### config.mk
export PLATFORM = sky130hd
export DESIGN_NAME = usbo_ctrl
export DESIGN_NICKNAME = d
export VERILOG_FILES = /design/src/usbo_pkg.sv /design/src/usbo_ctrl.sv /design/src/usbo_out_ep.sv
export SDC_FILE = /design/constraint.sdc
export NUM_CORES = 1
export LEC_CHECK = 0
export BUFFER_PORTS_ARGS = -buffer_cell sky130_fd_sc_hd__buf_4
export CORE_AREA = 2 2 189 191
export DETAILED_ROUTE_END_ITERATION = 6
export DIE_AREA = 0 0 191 193
export SYNTH_ARGS = -nofsm -noshare
export SYNTH_HDL_FRONTEND = slang
export SYNTH_HIERARCHICAL = 1
export SYNTH_SLANG_ARGS = --single-unit
### constraint.sdc
create_clock -name clk -period 2.65 [get_ports clk]
set_input_delay 0.3975 -clock clk [delete_from_list [all_inputs] [get_ports clk]]
set_output_delay 0.3975 -clock clk [all_outputs]
set_load 0.05 [all_outputs]
### src/usbo_pkg.sv
package usbo_pkg;

    // Register indexes; byte address is four times the index
    localparam logic [7:0] IDX_FUNC_ADDR   = 8'h00;
    localparam logic [7:0] IDX_POWER       = 8'h01;
    localparam logic [7:0] IDX_IN_IRQ      = 8'h02;
    localparam logic [7:0] IDX_IN_IRQ_CLR  = 8'h03;
    localparam logic [7:0] IDX_OUT_IRQ     = 8'h04;
    localparam logic [7:0] IDX_OUT_IRQ_CLR = 8'h05;
    localparam logic [7:0] IDX_CM_IRQ      = 8'h06;
    localparam logic [7:0] IDX_IN_IE       = 8'h07;
    localparam logic [7:0] IDX_CM_IRQ_CLR  = 8'h08;
    localparam logic [7:0] IDX_OUT_IE      = 8'h09;
    localparam logic [7:0] IDX_CM_IE       = 8'h0B;
    localparam logic [7:0] IDX_FRAME_LO    = 8'h0C;
    localparam logic [7:0] IDX_FRAME_HI    = 8'h0D;
    localparam logic [7:0] IDX_EP_SEL      = 8'h0E;
    localparam logic [7:0] IDX_CLK_REC     = 8'h0F;
    localparam logic [7:0] IDX_IN_CSR_LO   = 8'h10;
    localparam logic [7:0] IDX_CTRL_CSR    = 8'h11;
    localparam logic [7:0] IDX_IN_CSR_HI   = 8'h12;
    localparam logic [7:0] IDX_OUT_CNT_LO  = 8'h13;
    localparam logic [7:0] IDX_OUT_CSR_LO  = 8'h14;
    localparam logic [7:0] IDX_OUT_CSR_HI  = 8'h15;
    localparam logic [7:0] IDX_CTRL_CNT    = 8'h16;
    localparam logic [7:0] IDX_OUT_CNT_HI  = 8'h17;
    localparam logic [7:0] IDX_FIFO_BASE   = 8'h20;
    localparam int         NUM_EP          = 4;

    // OUT control low byte fields
    localparam int BIT_TOGGLE_CLEAR = 7;
    localparam int BIT_STALL_SENT   = 6;
    localparam int BIT_SEND_STALL   = 5;
    localparam int BIT_FLUSH        = 4;
    localparam int BIT_ISO_DATA_ERR = 3;
    localparam int BIT_OVERRUN      = 2;
    localparam int BIT_FIFO_FULL    = 1;
    localparam int BIT_PKT_READY    = 0;
    // OUT control high byte fields
    localparam int BIT_DOUBLE_BUF   = 7;
    localparam int BIT_ISO_MODE     = 6;

    // Reset values
    localparam logic [7:0]  RST_BYTE  = 8'h00;
    localparam logic [31:0] RST_WORD  = 32'h0000_0000;

    // Received packet report from the serial engine
    typedef struct packed {
        logic       valid;  // One-cycle pulse, packet ended
        logic [1:0] ep;     // Endpoint number
        logic       bad;    // CRC or bit-stuffing error
    } usbo_rx_t;

    // Register write strobe towards one endpoint
    typedef struct packed {
        logic       wr_lo;  // Write to OUT control low
        logic       wr_hi;  // Write to OUT control high
        logic [7:0] data;   // Written byte
    } usbo_wr_t;

endpackage : usbo_pkg

### src/usbo_ctrl.sv
// Summary of operation
// - Toggle-clear write zeroes the OUT data toggle
// - Stall-sent flag sets on STALL, firmware clears
// - Send-stall bit makes endpoint answer STALL
// - ISO bad packet sets error, release clears
// - Packet refused by full FIFO sets overrun
// - FIFO-full follows packets held versus capacity
// - New packet sets ready and interrupt flag
// - Low control byte resets zero, mixed access
// - Indexed registers banked by endpoint select
// - One FIFO window per endpoint zero to three
// - Separate flag and enable sets per group
// - Frame number split over low, high bytes
// - Count register shows control endpoint bytes
//
// Our own choice: the AHB-Lite slave port.
module usbo_ctrl
    import usbo_pkg::*;
(
    input  wire logic        clk,
    input  wire logic        reset_n,
    input  wire logic        hsel,
    input  wire logic [31:0] haddr,
    input  wire logic [1:0]  htrans,
    input  wire logic        hwrite,
    input  wire logic [2:0]  hsize,
    input  wire logic [31:0] hwdata,
    input  wire logic        hready,
    output logic [31:0]      hrdata,
    output logic             hreadyout,
    output logic             hresp,
    input  wire usbo_rx_t    rx,
    input  wire logic [3:0]  stall_ev,
    input  wire logic [3:0]  in_ev,
    input  wire logic [3:0]  common_ev,
    input  wire logic        sof,
    input  wire logic [10:0] frame_num,
    input  wire logic [7:0]  ctrl_rx_count,
    input  wire logic [31:0] fifo_head,
    output logic [7:0]       func_addr,
    output logic [3:0]       send_stall,
    output logic [3:0]       data_toggle,
    output logic [3:0]       fifo_pop,
    output logic [3:0]       fifo_push,
    output logic [7:0]       fifo_wdata,
    output logic             irq
);

    // Bus pipeline state
    logic        wr_pend_q;     // Write data phase pending
    logic        rd_pend_q;     // Read wait cycle pending
    logic [7:0]  idx_q;         // Latched register index
    logic        hreadyout_q;   // Ready towards master
    logic [31:0] hrdata_q;      // Read data
    // Common registers
    logic [7:0]  func_addr_q;   // Function bus address
    logic [7:0]  power_q;       // Power management
    logic [7:0]  clk_rec_q;     // Clock recovery control
    logic [7:0]  ep_sel_q;      // Endpoint select
    logic [7:0]  ctrl_csr_q;    // Control endpoint status
    logic [7:0]  frame_lo_q;    // Frame number low
    logic [7:0]  frame_hi_q;    // Frame number high
    logic [7:0]  ctrl_cnt_q;    // Control endpoint byte count
    logic [7:0]  in_csr_lo_q [NUM_EP]; // IN status low per bank
    logic [7:0]  in_csr_hi_q [NUM_EP]; // IN status high per bank
    // Interrupt flags and enables
    logic [7:0]  in_irq_q;      // IN and endpoint 0 flags
    logic [7:0]  out_irq_q;     // OUT endpoint flags
    logic [7:0]  cm_irq_q;      // Common event flags
    logic [7:0]  in_ie_q;       // IN enables
    logic [7:0]  out_ie_q;      // OUT enables
    logic [7:0]  cm_ie_q;       // Common enables
    logic        irq_q;         // Interrupt output
    // Strobe outputs
    logic [3:0]  fifo_pop_q;    // FIFO read strobes
    logic [3:0]  fifo_push_q;   // FIFO write strobes
    logic [7:0]  fifo_wdata_q;  // FIFO write byte
    logic [3:0]  send_stall_q;  // Stall requests
    logic [3:0]  toggle_q;      // Data toggles
    // Endpoint slices
    logic [7:0]  ep_lo   [NUM_EP];
    logic [7:0]  ep_hi   [NUM_EP];
    logic [1:0]  ep_cnt  [NUM_EP];
    logic [3:0]  ep_stall;
    logic [3:0]  ep_tog;
    logic [3:0]  ep_pkt;
    usbo_wr_t    ep_wr   [NUM_EP];
    // Decode
    logic        addr_ok;       // Address phase valid
    logic [7:0]  wbyte;         // Written byte
    logic [1:0]  bank;          // Selected endpoint
    logic [7:0]  rd_mux;        // Read value

    // Register index from a byte address
    function automatic logic [7:0] reg_index(input logic [31:0] a);
        return a[9:2];
    endfunction : reg_index

    // Write strobe for one index
    function automatic logic wr_hit(input logic [7:0] idx);
        return wr_pend_q && (idx_q == idx);
    endfunction : wr_hit

    assign addr_ok = hsel && hready && htrans[1];
    assign wbyte   = hwdata[7:0];
    assign bank    = ep_sel_q[1:0];

    // Address phase capture, read wait cycle
    always_ff @(posedge clk or negedge reset_n) begin
        if (!reset_n) begin
            wr_pend_q   <= 1'b0;
            rd_pend_q   <= 1'b0;
            idx_q       <= RST_BYTE;
            hreadyout_q <= 1'b1;
        end else begin
            wr_pend_q   <= addr_ok && hwrite;
            rd_pend_q   <= addr_ok && !hwrite;
            hreadyout_q <= !(addr_ok && !hwrite);
            if (addr_ok) begin
                idx_q <= reg_index(haddr);
            end
        end
    end

    // Read data captured in the wait cycle
    always_ff @(posedge clk or negedge reset_n) begin
        if (!reset_n) begin
            hrdata_q <= RST_WORD;
        end else if (rd_pend_q) begin
            hrdata_q <= {24'h000000, rd_mux};
        end
    end

    // Common read/write registers
    always_ff @(posedge clk or negedge reset_n) begin
        if (!reset_n) begin
            func_addr_q <= RST_BYTE;
            power_q     <= RST_BYTE;
            clk_rec_q   <= RST_BYTE;
            ep_sel_q    <= RST_BYTE;
            ctrl_csr_q  <= RST_BYTE;
            in_ie_q     <= RST_BYTE;
            out_ie_q    <= RST_BYTE;
            cm_ie_q     <= RST_BYTE;
        end else begin
            if (wr_hit(IDX_FUNC_ADDR)) func_addr_q <= wbyte;
            if (wr_hit(IDX_POWER))     power_q     <= wbyte;
            if (wr_hit(IDX_CLK_REC))   clk_rec_q   <= wbyte;
            if (wr_hit(IDX_EP_SEL))    ep_sel_q    <= wbyte;
            if (wr_hit(IDX_CTRL_CSR))  ctrl_csr_q  <= wbyte;
            if (wr_hit(IDX_IN_IE))     in_ie_q     <= wbyte;
            if (wr_hit(IDX_OUT_IE))    out_ie_q    <= wbyte;
            if (wr_hit(IDX_CM_IE))     cm_ie_q     <= wbyte;
        end
    end

    // Banked IN status bytes
    always_ff @(posedge clk or negedge reset_n) begin
        if (!reset_n) begin
            for (int i = 0; i < NUM_EP; i++) begin
                in_csr_lo_q[i] <= RST_BYTE;
                in_csr_hi_q[i] <= RST_BYTE;
            end
        end else begin
            if (wr_hit(IDX_IN_CSR_LO)) in_csr_lo_q[bank] <= wbyte;
            if (wr_hit(IDX_IN_CSR_HI)) in_csr_hi_q[bank] <= wbyte;
        end
    end

    // Frame number latched on start of frame
    always_ff @(posedge clk or negedge reset_n) begin
        if (!reset_n) begin
            frame_lo_q <= RST_BYTE;
            frame_hi_q <= RST_BYTE;
        end else if (sof) begin
            frame_lo_q <= frame_num[7:0];
            frame_hi_q <= {5'b00000, frame_num[10:8]};
        end
    end

    // Control endpoint received byte count
    always_ff @(posedge clk or negedge reset_n) begin
        if (!reset_n) begin
            ctrl_cnt_q <= RST_BYTE;
        end else begin
            ctrl_cnt_q <= ctrl_rx_count;
        end
    end

    // Sticky flags; events win over clears
    always_ff @(posedge clk or negedge reset_n) begin
        if (!reset_n) begin
            in_irq_q  <= RST_BYTE;
            out_irq_q <= RST_BYTE;
            cm_irq_q  <= RST_BYTE;
        end else begin
            in_irq_q  <= (in_irq_q & ~(wr_hit(IDX_IN_IRQ_CLR) ? wbyte : 8'h00))
                         | {4'h0, in_ev};
            out_irq_q <= (out_irq_q & ~(wr_hit(IDX_OUT_IRQ_CLR) ? wbyte : 8'h00))
                         | {4'h0, ep_pkt[3:1], 1'b0};
            cm_irq_q  <= (cm_irq_q & ~(wr_hit(IDX_CM_IRQ_CLR) ? wbyte : 8'h00))
                         | {4'h0, common_ev};
        end
    end

    // Single level interrupt output
    always_ff @(posedge clk or negedge reset_n) begin
        if (!reset_n) begin
            irq_q <= 1'b0;
        end else begin
            irq_q <= |{in_irq_q & in_ie_q, out_irq_q & out_ie_q, cm_irq_q & cm_ie_q};
        end
    end

    // FIFO window strobes, one address per endpoint
    always_ff @(posedge clk or negedge reset_n) begin
        if (!reset_n) begin
            fifo_pop_q   <= 4'h0;
            fifo_push_q  <= 4'h0;
            fifo_wdata_q <= RST_BYTE;
        end else begin
            for (int i = 0; i < NUM_EP; i++) begin
                fifo_pop_q[i]  <= rd_pend_q && (idx_q == IDX_FIFO_BASE + 8'(i));
                fifo_push_q[i] <= wr_hit(IDX_FIFO_BASE + 8'(i));
            end
            if (wr_pend_q) begin
                fifo_wdata_q <= wbyte;
            end
        end
    end

    // Endpoint controls registered for the outputs
    always_ff @(posedge clk or negedge reset_n) begin
        if (!reset_n) begin
            send_stall_q <= 4'h0;
            toggle_q     <= 4'h0;
        end else begin
            send_stall_q <= ep_stall;
            toggle_q     <= ep_tog;
        end
    end

    // Per-endpoint OUT status slices, bank 0 unused
    assign ep_lo[0]  = RST_BYTE;
    assign ep_hi[0]  = RST_BYTE;
    assign ep_cnt[0] = 2'd0;
    assign ep_stall[0] = 1'b0;
    assign ep_tog[0]   = 1'b0;
    assign ep_pkt[0]   = 1'b0;
    assign ep_wr[0]    = '0;
    for (genvar g = 1; g < NUM_EP; g++) begin : g_ep
        assign ep_wr[g].wr_lo = wr_hit(IDX_OUT_CSR_LO) && (bank == 2'(g));
        assign ep_wr[g].wr_hi = wr_hit(IDX_OUT_CSR_HI) && (bank == 2'(g));
        assign ep_wr[g].data  = wbyte;
        usbo_out_ep u_ep (
            .clk        (clk),
            .reset_n    (reset_n),
            .wr         (ep_wr[g]),
            .rx_valid   (rx.valid && (rx.ep == 2'(g))),
            .rx_bad     (rx.bad),
            .stall_ev   (stall_ev[g]),
            .csr_lo     (ep_lo[g]),
            .csr_hi     (ep_hi[g]),
            .send_stall (ep_stall[g]),
            .toggle     (ep_tog[g]),
            .pkt_ev     (ep_pkt[g]),
            .pkt_cnt    (ep_cnt[g])
        );
    end

    // Read multiplexer over the latched index
    always_comb begin
        rd_mux = RST_BYTE;
        unique case (idx_q)
            IDX_FUNC_ADDR:  rd_mux = func_addr_q;
            IDX_POWER:      rd_mux = power_q;
            IDX_IN_IRQ:     rd_mux = in_irq_q;
            IDX_OUT_IRQ:    rd_mux = out_irq_q;
            IDX_CM_IRQ:     rd_mux = cm_irq_q;
            IDX_IN_IE:      rd_mux = in_ie_q;
            IDX_OUT_IE:     rd_mux = out_ie_q;
            IDX_CM_IE:      rd_mux = cm_ie_q;
            IDX_FRAME_LO:   rd_mux = frame_lo_q;
            IDX_FRAME_HI:   rd_mux = frame_hi_q;
            IDX_EP_SEL:     rd_mux = ep_sel_q;
            IDX_CLK_REC:    rd_mux = clk_rec_q;
            IDX_IN_CSR_LO:  rd_mux = in_csr_lo_q[bank];
            IDX_CTRL_CSR:   rd_mux = ctrl_csr_q;
            IDX_IN_CSR_HI:  rd_mux = in_csr_hi_q[bank];
            IDX_OUT_CNT_LO: rd_mux = {6'h00, ep_cnt[bank]};
            IDX_OUT_CSR_LO: rd_mux = ep_lo[bank];
            IDX_OUT_CSR_HI: rd_mux = ep_hi[bank];
            IDX_CTRL_CNT:   rd_mux = ctrl_cnt_q;
            IDX_FIFO_BASE:        rd_mux = fifo_head[7:0];
            IDX_FIFO_BASE + 8'd1: rd_mux = fifo_head[15:8];
            IDX_FIFO_BASE + 8'd2: rd_mux = fifo_head[23:16];
            IDX_FIFO_BASE + 8'd3: rd_mux = fifo_head[31:24];
            default:        rd_mux = RST_BYTE;
        endcase
    end

    assign hrdata      = hrdata_q;
    assign hreadyout   = hreadyout_q;
    assign hresp       = 1'b0;
    assign func_addr   = func_addr_q;
    assign send_stall  = send_stall_q;
    assign data_toggle = toggle_q;
    assign fifo_pop    = fifo_pop_q;
    assign fifo_push   = fifo_push_q;
    assign fifo_wdata  = fifo_wdata_q;
    assign irq         = irq_q;

endmodule : usbo_ctrl

### src/usbo_out_ep.sv
module usbo_out_ep
    import usbo_pkg::*;
(
    input  wire logic     clk,
    input  wire logic     reset_n,
    input  wire usbo_wr_t wr,
    input  wire logic     rx_valid,
    input  wire logic     rx_bad,
    input  wire logic     stall_ev,
    output logic [7:0]    csr_lo,
    output logic [7:0]    csr_hi,
    output logic          send_stall,
    output logic          toggle,
    output logic          pkt_ev,
    output logic [1:0]    pkt_cnt
);

    logic       stall_sent_q;  // Sticky stall-sent flag
    logic       send_stall_q;  // Stall request
    logic       flush_q;       // Flush in progress
    logic       data_err_q;    // ISO data error
    logic       overrun_q;     // Lost packet flag
    logic       toggle_q;      // Data toggle
    logic       pkt_ev_q;      // Packet accepted pulse
    logic [7:0] hi_q;          // High control byte
    logic [1:0] cnt_q;         // Packets held
    logic [1:0] cap;           // Packets that fit
    logic       full;          // FIFO holds its capacity
    logic       iso;           // Isochronous mode
    logic       accept;        // Packet goes into FIFO
    logic       lost;          // Packet refused
    logic       release_pkt;   // Firmware frees a packet
    logic       flush_done;    // Flush drops a packet

    // Capacity and status decode
    assign cap         = hi_q[BIT_DOUBLE_BUF] ? 2'd2 : 2'd1;
    assign full        = (cnt_q >= cap);
    assign iso         = hi_q[BIT_ISO_MODE];
    assign lost        = rx_valid && (!rx_bad || iso) && full;
    assign accept      = rx_valid && (!rx_bad || iso) && !full;
    assign release_pkt = wr.wr_lo && !wr.data[BIT_PKT_READY] && (cnt_q != 2'd0);
    assign flush_done  = flush_q && (cnt_q != 2'd0) && !release_pkt;

    // Packet count, up on accept, down on release or flush
    always_ff @(posedge clk or negedge reset_n) begin
        if (!reset_n) begin
            cnt_q <= 2'd0;
        end else begin
            cnt_q <= cnt_q + 2'(accept) - 2'(release_pkt) - 2'(flush_done);
        end
    end

    // Flush bit, cleared by hardware the cycle after it is set
    always_ff @(posedge clk or negedge reset_n) begin
        if (!reset_n) begin
            flush_q <= 1'b0;
        end else if (wr.wr_lo && wr.data[BIT_FLUSH]) begin
            flush_q <= 1'b1;
        end else begin
            flush_q <= 1'b0;
        end
    end

    // Stall-sent flag; a new stall beats a clear
    always_ff @(posedge clk or negedge reset_n) begin
        if (!reset_n) begin
            stall_sent_q <= 1'b0;
        end else if (stall_ev) begin
            stall_sent_q <= 1'b1;
        end else if (wr.wr_lo) begin
            stall_sent_q <= wr.data[BIT_STALL_SENT] & stall_sent_q;
        end
    end

    // Send-stall request under firmware control
    always_ff @(posedge clk or negedge reset_n) begin
        if (!reset_n) begin
            send_stall_q <= 1'b0;
        end else if (wr.wr_lo) begin
            send_stall_q <= wr.data[BIT_SEND_STALL];
        end
    end

    // ISO data error, cleared by packet release
    always_ff @(posedge clk or negedge reset_n) begin
        if (!reset_n) begin
            data_err_q <= 1'b0;
        end else if (accept && rx_bad) begin
            data_err_q <= 1'b1;
        end else if (release_pkt) begin
            data_err_q <= 1'b0;
        end
    end

    // Overrun flag; a lost packet beats a clear
    always_ff @(posedge clk or negedge reset_n) begin
        if (!reset_n) begin
            overrun_q <= 1'b0;
        end else if (lost) begin
            overrun_q <= 1'b1;
        end else if (wr.wr_lo) begin
            overrun_q <= wr.data[BIT_OVERRUN] & overrun_q;
        end
    end

    // Data toggle, zeroed on toggle-clear write
    always_ff @(posedge clk or negedge reset_n) begin
        if (!reset_n) begin
            toggle_q <= 1'b0;
        end else if (wr.wr_lo && wr.data[BIT_TOGGLE_CLEAR]) begin
            toggle_q <= 1'b0;
        end else if (accept) begin
            toggle_q <= ~toggle_q;
        end
    end

    // Packet-ready event towards the interrupt flags
    always_ff @(posedge clk or negedge reset_n) begin
        if (!reset_n) begin
            pkt_ev_q <= 1'b0;
        end else begin
            pkt_ev_q <= accept;
        end
    end

    // High control byte, plain storage
    always_ff @(posedge clk or negedge reset_n) begin
        if (!reset_n) begin
            hi_q <= RST_BYTE;
        end else if (wr.wr_hi) begin
            hi_q <= wr.data;
        end
    end

    // Low byte view; toggle-clear reads zero
    always_comb begin
        csr_lo                   = RST_BYTE;
        csr_lo[BIT_STALL_SENT]   = stall_sent_q;
        csr_lo[BIT_SEND_STALL]   = send_stall_q;
        csr_lo[BIT_FLUSH]        = flush_q;
        csr_lo[BIT_ISO_DATA_ERR] = data_err_q;
        csr_lo[BIT_OVERRUN]      = overrun_q;
        csr_lo[BIT_FIFO_FULL]    = full;
        csr_lo[BIT_PKT_READY]    = (cnt_q != 2'd0);
    end

    assign csr_hi     = hi_q;
    assign send_stall = send_stall_q;
    assign toggle     = toggle_q;
    assign pkt_ev     = pkt_ev_q;
    assign pkt_cnt    = cnt_q;

endmodule : usbo_out_ep

==> results.txt, run 1 <==
Status - finished, final reports clean
I/O pin cnt - 209
Mapped Cells - 1056
WL final - 38.3 mm
Hold WS - 0.0244 ns
Initial antenna violation count - 0
Rows - 69
Clock Tree Buf Depth - 3
First-pass GRT wire length - 58.3 mm
DR vias/cell - 5.48
CP endpoint kind - flop
Initial DRT Pass Iterations - 6
Worst clock skew - 0.0147 ns
Sequential cell area - 6610 sq um
Cell Area, Placed - 14800 sq um
Power Density - 704 nW/um^2
Clk_lat worst skew - 0.56 ns
Buffers on Ports - 128
Clock transition at path regs - 0.06 ns
Crit path max fanout - 15
Fmax - 395 MHz
Most used flip-flop cell after synthesis - dfrtp_1
Mapped cell area - 13100 sq um
RSZ-0062 raised after global routing - no
Final Worst Setup Slack - 0.119 ns
Pin count of the biggest net entering global routing - 65
Slew margin rel. - 56.0%
Core Footprint - 35000 sq um
Root Driver - clkbuf_16
Design area - 15900 sq um
DRT antenna net count - 0
Post-synthesis average cell area - 12.4 sq um
Ant diodes - 0
TritonCTS clock tree - yes
HPWL after DPL - 27.5 mm
Flops & latches, synth - 264
EDFF count, synth - 0
Startpoint types - flop
Num CTS Buffers - 30
Crit path kind - reg -> reg
Gr ovfl total - 0
Max-Cap Viols - 0
Chip Width - 191 um
Final worst-path cycle share - 95.5%
Post-CTS setup buffer count - 0
HP Class - in -> reg
GPL Wtd Cong - 0.921
Starting Density - 37.6%
Ys async rst share - 100%
YS warnings - 6
Final core utilization - 45.4%
Synth cell types - 68
Post-layout nets - 1364
Sequential share of the synthesized area - 50.3%
GR Util All Layers - 21.1%
Critical Path RT - 3.09 ns
Lkg Pwr - 0.00692 uW
Sink Count - 264
Multi-input logic area - 5860 sq um
Hold Vio Cnt, Final - 0
Pre-CTS WS - -0.00745 ns
Die ar. - 36900 sq um
Via count - 9281
CP arrival - 2.97 ns
Worst-margin pin slew - 0.660 ns
Synth-to-Final Area Change - 20.8%
Vias in the first global route - 9432
H-tree levels - 1
Fillers - 3205
Peak supply drop - 0.531 mV
Starting DRT DRC Count - 790
Final Max Tran Viols - 0
Layout cell share with drive strength beyond 1 - 42.5%
Die height - 193 um
Fin crit period - 2.53 ns
Final setup vio count - 0
Number of remaining DRC errors - 0
Wire length per cell - 22.6 um
[power breakdown]
group / leakage, uW / internal (uW) / switching, uW
sequential: 0.00322 / 4370 / 317
combinational: 0.00321 / 1000 / 1390
clock: 0.000490 / 2440 / 1660
total: 0.00692 / 7820 / 3360
[cells in the mapped netlist (6+ instances only)]
master	count	area, sq um
buf_2	28	140
nand2_1	55	206
buf_4	51	383
mux2i_1	9	90.1
a311oi_1	8	70.1
mux2_2	207	2330
nand2b_1	10	62.6
nor2_1	30	113
o21ai_0	22	110
o211ai_1	7	52.6
nor2b_1	8	50.1
a22o_1	12	105
inv_1	25	93.8
a21o_1	11	82.6
clkbuf_1	37	139
a32o_1	6	60.1
nor3_1	14	70.1
mux4_2	24	541
ha_1	12	150
a21oi_1	12	60.1
and2_1	11	68.8
a221oi_1	14	123
and3_1	8	50.1
a21boi_0	16	120
nand3_1	31	155
a22oi_1	24	180
nand4_1	8	50.1
dfrtp_1	263	6580
[final timing paths]
| check | startpoint | endpoint | slack, ns | depth (start not counted) |
|---|---|---|---|---|
| worst min-delay path | in_ev[2] | in_irq_q[2] | 0.02 | 2 |
| worst max-delay path | idx_q[5] | hrdata[6] | 0.12 | 8 |
| worst max register to register | idx_q[5] | hrdata[6] | 0.12 | 8 |
| max in group asynchronous | reset_n | idx_q[0] | 1.47 | 3 |
| min in group asynchronous | reset_n | g_ep[1].u_ep/stall_sent_q | 0.35 | 2 |
| worst min register to register | g_ep[1].u_ep/send_stall | send_stall[1] | 0.40 | 0 |
[cells in the final DEF, fill, tap and decap left out, types with 25 or more instances in the layout]
| master | netlist | routed |
|---|---|---|
| conb_1 | 4 | 30 |
| inv_1 | 25 | 25 |
| mux2_2 | 207 | 207 |
| nor2_1 | 30 | 28 |
| clkbuf_16 | 0 | 31 |
| nand2_1 | 55 | 55 |
| dfrtp_1 | 263 | 260 |
| buf_4 | 51 | 196 |
| nand3_1 | 31 | 31 |
[registers in the layout, summed over array words and instances (netlist names), 8 cells and up]
signal,flops
ctrl_csr_q,8
func_addr,8
g_ep.u_ep/csr_hi,24
out_ie_q,8
out_irq_q,8
ctrl_cnt_q,8
in_csr_lo_q,32
hrdata,8
clk_rec_q,8
frame_lo_q,8
in_csr_hi_q,32
in_irq_q,8
in_ie_q,8
ep_sel_q,8
cm_ie_q,8
power_q,8
idx_q,8
cm_irq_q,8
fifo_wdata,8
[cell families after synthesis]
group           count (synthesis)  synth area share (%)
other cells                     4                 0.114
buf+inv                       145                  5.98
xor+xnor                        7                 0.466
fa+ha+maj                      12                  1.14
compound gates                170                  10.1
mux                           244                  23.0
simple gates                  210                  8.94
flops                         264                  50.3
[per-layer routing]
layer  global-route usage (%)  share of wire [%]  vias up
met1                     29.2                 43     4711
met3                     3.35                7.4       69
met2                     33.6                 46      390
met4                     7.45                3.2        0
met5                        0                  0        -
li1                         -                  -     4111
[through the flow]
step | total power [uW] | cells | setup TNS (ns)
global route | 11700 | 1693 | 0
detailed placement | 7120 | 1629 | -0.00745
CTS | 11300 | 1693 | 0
floorplan | 6270 | 1082 | 0
finish | 11200 | 1693 | 0
global placement | 7080 | 1629 | 0
[critical path, stage by stage (launching register included)]
cell	delay (ns)
dfrtp_1	0.40
nor4b_4	0.28
buf_4	0.15
buf_4	0.20
nand2_1	0.34
o311ai_0	0.52
buf_4	0.21
nor4_1	0.06
a311oi_1	0.25
[layout make-up]
class | instances | share of cell area (%)
multi-input combinational | 673 | 36.9
timing repair buffer | 215 | 11.0
clock buffer | 43 | 5.67
sequential | 264 | 41.6
inverter | 26 | 0.614
tap | 461 | 3.63
clock inverter | 11 | 0.559
[what timing repair did]
item	4_1_cts	5_1_grt
setup endpoints to repair	1	3
gates cloned	0	0
hold buffers	10	0
gates resized for setup	3	3
pin swaps	0	0
hold endpoints to repair	56	0
No activity file was read; power rests on OpenSTA's default activity.
==> run 2: changes to the inputs <==
- CORE_AREA: 2 2 189 191 -> 2 2 170 213
- CTS_BUF_LIST: default -> sky130_fd_sc_hd__clkbuf_8
- DIE_AREA: 0 0 191 193 -> 0 0 172 215
==> run 2 against run 1 <==
Net effect:
- combinational power grew 2%
- non-clock buffer count grew 11
- fmax shrank 3.2%
==> results.txt, run 2 (synthesis results as in run 1) <==
Status - finished, final reports clean (unchanged)
Multi-input logic area - 5850 sq um (was 5860 sq um)
I/O pin cnt - 209 (unchanged)
Starting Density - 37.5% (was 37.6%)
Starting DRT DRC Count - 667 (was 790)
Most common cell after layout, fill and taps aside - dfrtp_1 (unchanged)
Startpoint types - flop (unchanged)
Die height - 215 um (was 193 um)
Die ar. - 37000 sq um (was 36900 sq um)
Reg2reg setup slack - 0.04 ns (was 0.12 ns)
HPWL after DPL - 28.2 mm (was 27.5 mm)
Chip Width - 172 um (was 191 um)
Worst Hold Depth - 2 (unchanged)
First-pass GRT wire length - 60.0 mm (was 58.3 mm)
Ant diodes - 0 (unchanged)
Slew margin rel. - 41.1% (was 56.0%)
Hold WS - 0.0398 ns (was 0.0244 ns)
Vias in the first global route - 9689 (was 9432)
Reg2reg start - idx_q[0] (was idx_q[5])
Peak supply drop - 0.417 mV (was 0.531 mV)
Final Max Tran Viols - 0 (unchanged)
Synth-to-Final Area Change - 20.8% (about the same)
Rows - 77 (was 69)
Buffers on Ports - 128 (unchanged)
Total power - 10700 uW (was 11200 uW)
Sink Count - 264 (unchanged)
Lkg Pwr - 0.00700 uW (was 0.00692 uW)
Root Driver - clkbuf_8 (was clkbuf_16)
Via count - 9348 (was 9281)
Fin crit period - 2.61 ns (was 2.53 ns)
Worst clock skew - 0.0340 ns (was 0.0147 ns)
Power Density - 671 nW/um^2 (was 704 nW/um^2)
Crit path max fanout - 18 (was 15)
Fmax - 382 MHz (was 395 MHz)
HP Class - in -> reg (unchanged)
Final worst-path cycle share - 98.7% (was 95.5%)
WHS Endpoint - cm_irq_q[3] (was in_irq_q[2])
Design area - 15900 sq um (about the same)
Worst-margin pin slew - 0.882 ns (was 0.660 ns)
WL final - 39.6 mm (was 38.3 mm)
Critical Path RT - 3.08 ns (was 3.09 ns)
GR Util All Layers - 21.7% (was 21.1%)
FF-to-FF End - in_csr_lo_q[12] (was hrdata[6])
Initial antenna violation count - 0 (unchanged)
Final setup vio count - 0 (unchanged)
RSZ-0062 raised after global routing - yes (was no)
Clock transition at path regs - 0.06 ns (about the same)
CP endpoint kind - flop (unchanged)
Wire length per cell - 22.7 um (was 22.6 um)
Fillers - 3303 (was 3205)
Layout cell share with drive strength beyond 1 - 41.8% (was 42.5%)
Pin count of the biggest net entering global routing - 98 (was 65)
CP arrival - 3.05 ns (was 2.97 ns)
Max-Cap Viols - 0 (unchanged)
Most frequent cells in the layout - dfrtp_1, mux2_2, buf_4, nand2_1, clkbuf_8 (was dfrtp_1, mux2_2, buf_4, nand2_1)
DRT antenna net count - 0 (unchanged)
Crit path kind - reg -> reg (unchanged)
Hold Vio Cnt, Final - 0 (unchanged)
Gr ovfl total - 0 (unchanged)
Worst Reg-to-Reg Cells - 6 (was 8)
TritonCTS clock tree - yes (unchanged)
Clock Tree Buf Depth - 3 (unchanged)
Hold path start - common_ev[3] (was in_ev[2])
GPL Wtd Cong - 0.923 (was 0.921)
H-tree levels - 2 (was 1)
Initial DRT Pass Iterations - 5 (was 6)
Number of remaining DRC errors - 0 (unchanged)
Cell Area, Placed - 14800 sq um (about the same)
Post-layout nets - 1390 (was 1364)
Setup TNS - 0 ns (unchanged)
Sequential cell area - 6610 sq um (about the same)
Num CTS Buffers - 45 (was 30)
Core Footprint - 35100 sq um (was 35000 sq um)
Clk_lat worst skew - 0.58 ns (was 0.56 ns)
DR vias/cell - 5.36 (was 5.48)
-- run 2: area by class of cell --
cell class	instances	share of cell area [%]
clock buffers	53	4.60
clock inverters	27	0.851
multi-input cells	673	36.9
repair buffers	226	11.7
flip-flops and latches	264	41.7
well taps	474	3.74
inverters	26	0.615
-- run 2: layer usage --
layer	GRT usage, %	routed length (um)	vias to the layer above
li1	-	-	4161
met1	28.2	16500	4704
met2	35.2	18900	385
met3	3.44	2370	98
met4	10.7	1810	0
met5	0	0	-
-- run 2: repair_timing --
| action | in CTS | in global routing |
|---|---|---|
| buffers inserted | 0 | 0 |
| endpoints found under the hold margin | 108 | 0 |
| hold buffers | 18 | 0 |
| gates resized for setup | 0 | 3 |
| endpoints found under the setup margin | 0 | 28 |
-- run 2: through the flow --
step | worst slack (ns) | instances | utilization, %
4_1_cts | 0.0319 | 1743 | 45.2
3_5_place_dp | 0.0550 | 1645 | 42.3
5_1_grt | -0.112 | 1743 | 45.3
3_3_place_gp | 0.0751 | 1645 | 42.3
6_report | 0.0355 | 1743 | 45.3
2_1_floorplan | 0.0845 | 1082 | -
-- run 2: critical path, cell delays in order, from the launching register on --
cell and delay, ns:
dfrtp_2 0.61, buf_4 0.26, nor4_2 0.34, buf_4 0.26
nand2_1 0.15, nor2_2 0.44, mux2_2 0.40
-- run 2: worst max path at each step --
| stage | start | end | slack, ns | cells after the start |
|---|---|---|---|---|
| floorplan | idx_q[5] | g_ep[1].u_ep/pkt_cnt[1] | 0.08 | 11 |
| global placement | idx_q[5] | g_ep[1].u_ep/pkt_cnt[1] | 0.08 | 10 |
| detailed placement | idx_q[5] | g_ep[1].u_ep/pkt_cnt[1] | 0.05 | 10 |
| CTS | idx_q[5] | g_ep[1].u_ep/pkt_cnt[1] | 0.03 | 10 |
| global route | idx_q[0] | in_csr_lo_q[20] | -0.11 | 6 |
| finish | idx_q[0] | in_csr_lo_q[12] | 0.04 | 6 |
-- run 2: report_power, final --
part	total [uW]	switching (uW)	internal, uW
Clock	3560	1660	1900
Sequential	4670	294	4370
Combinational	2430	1410	1020
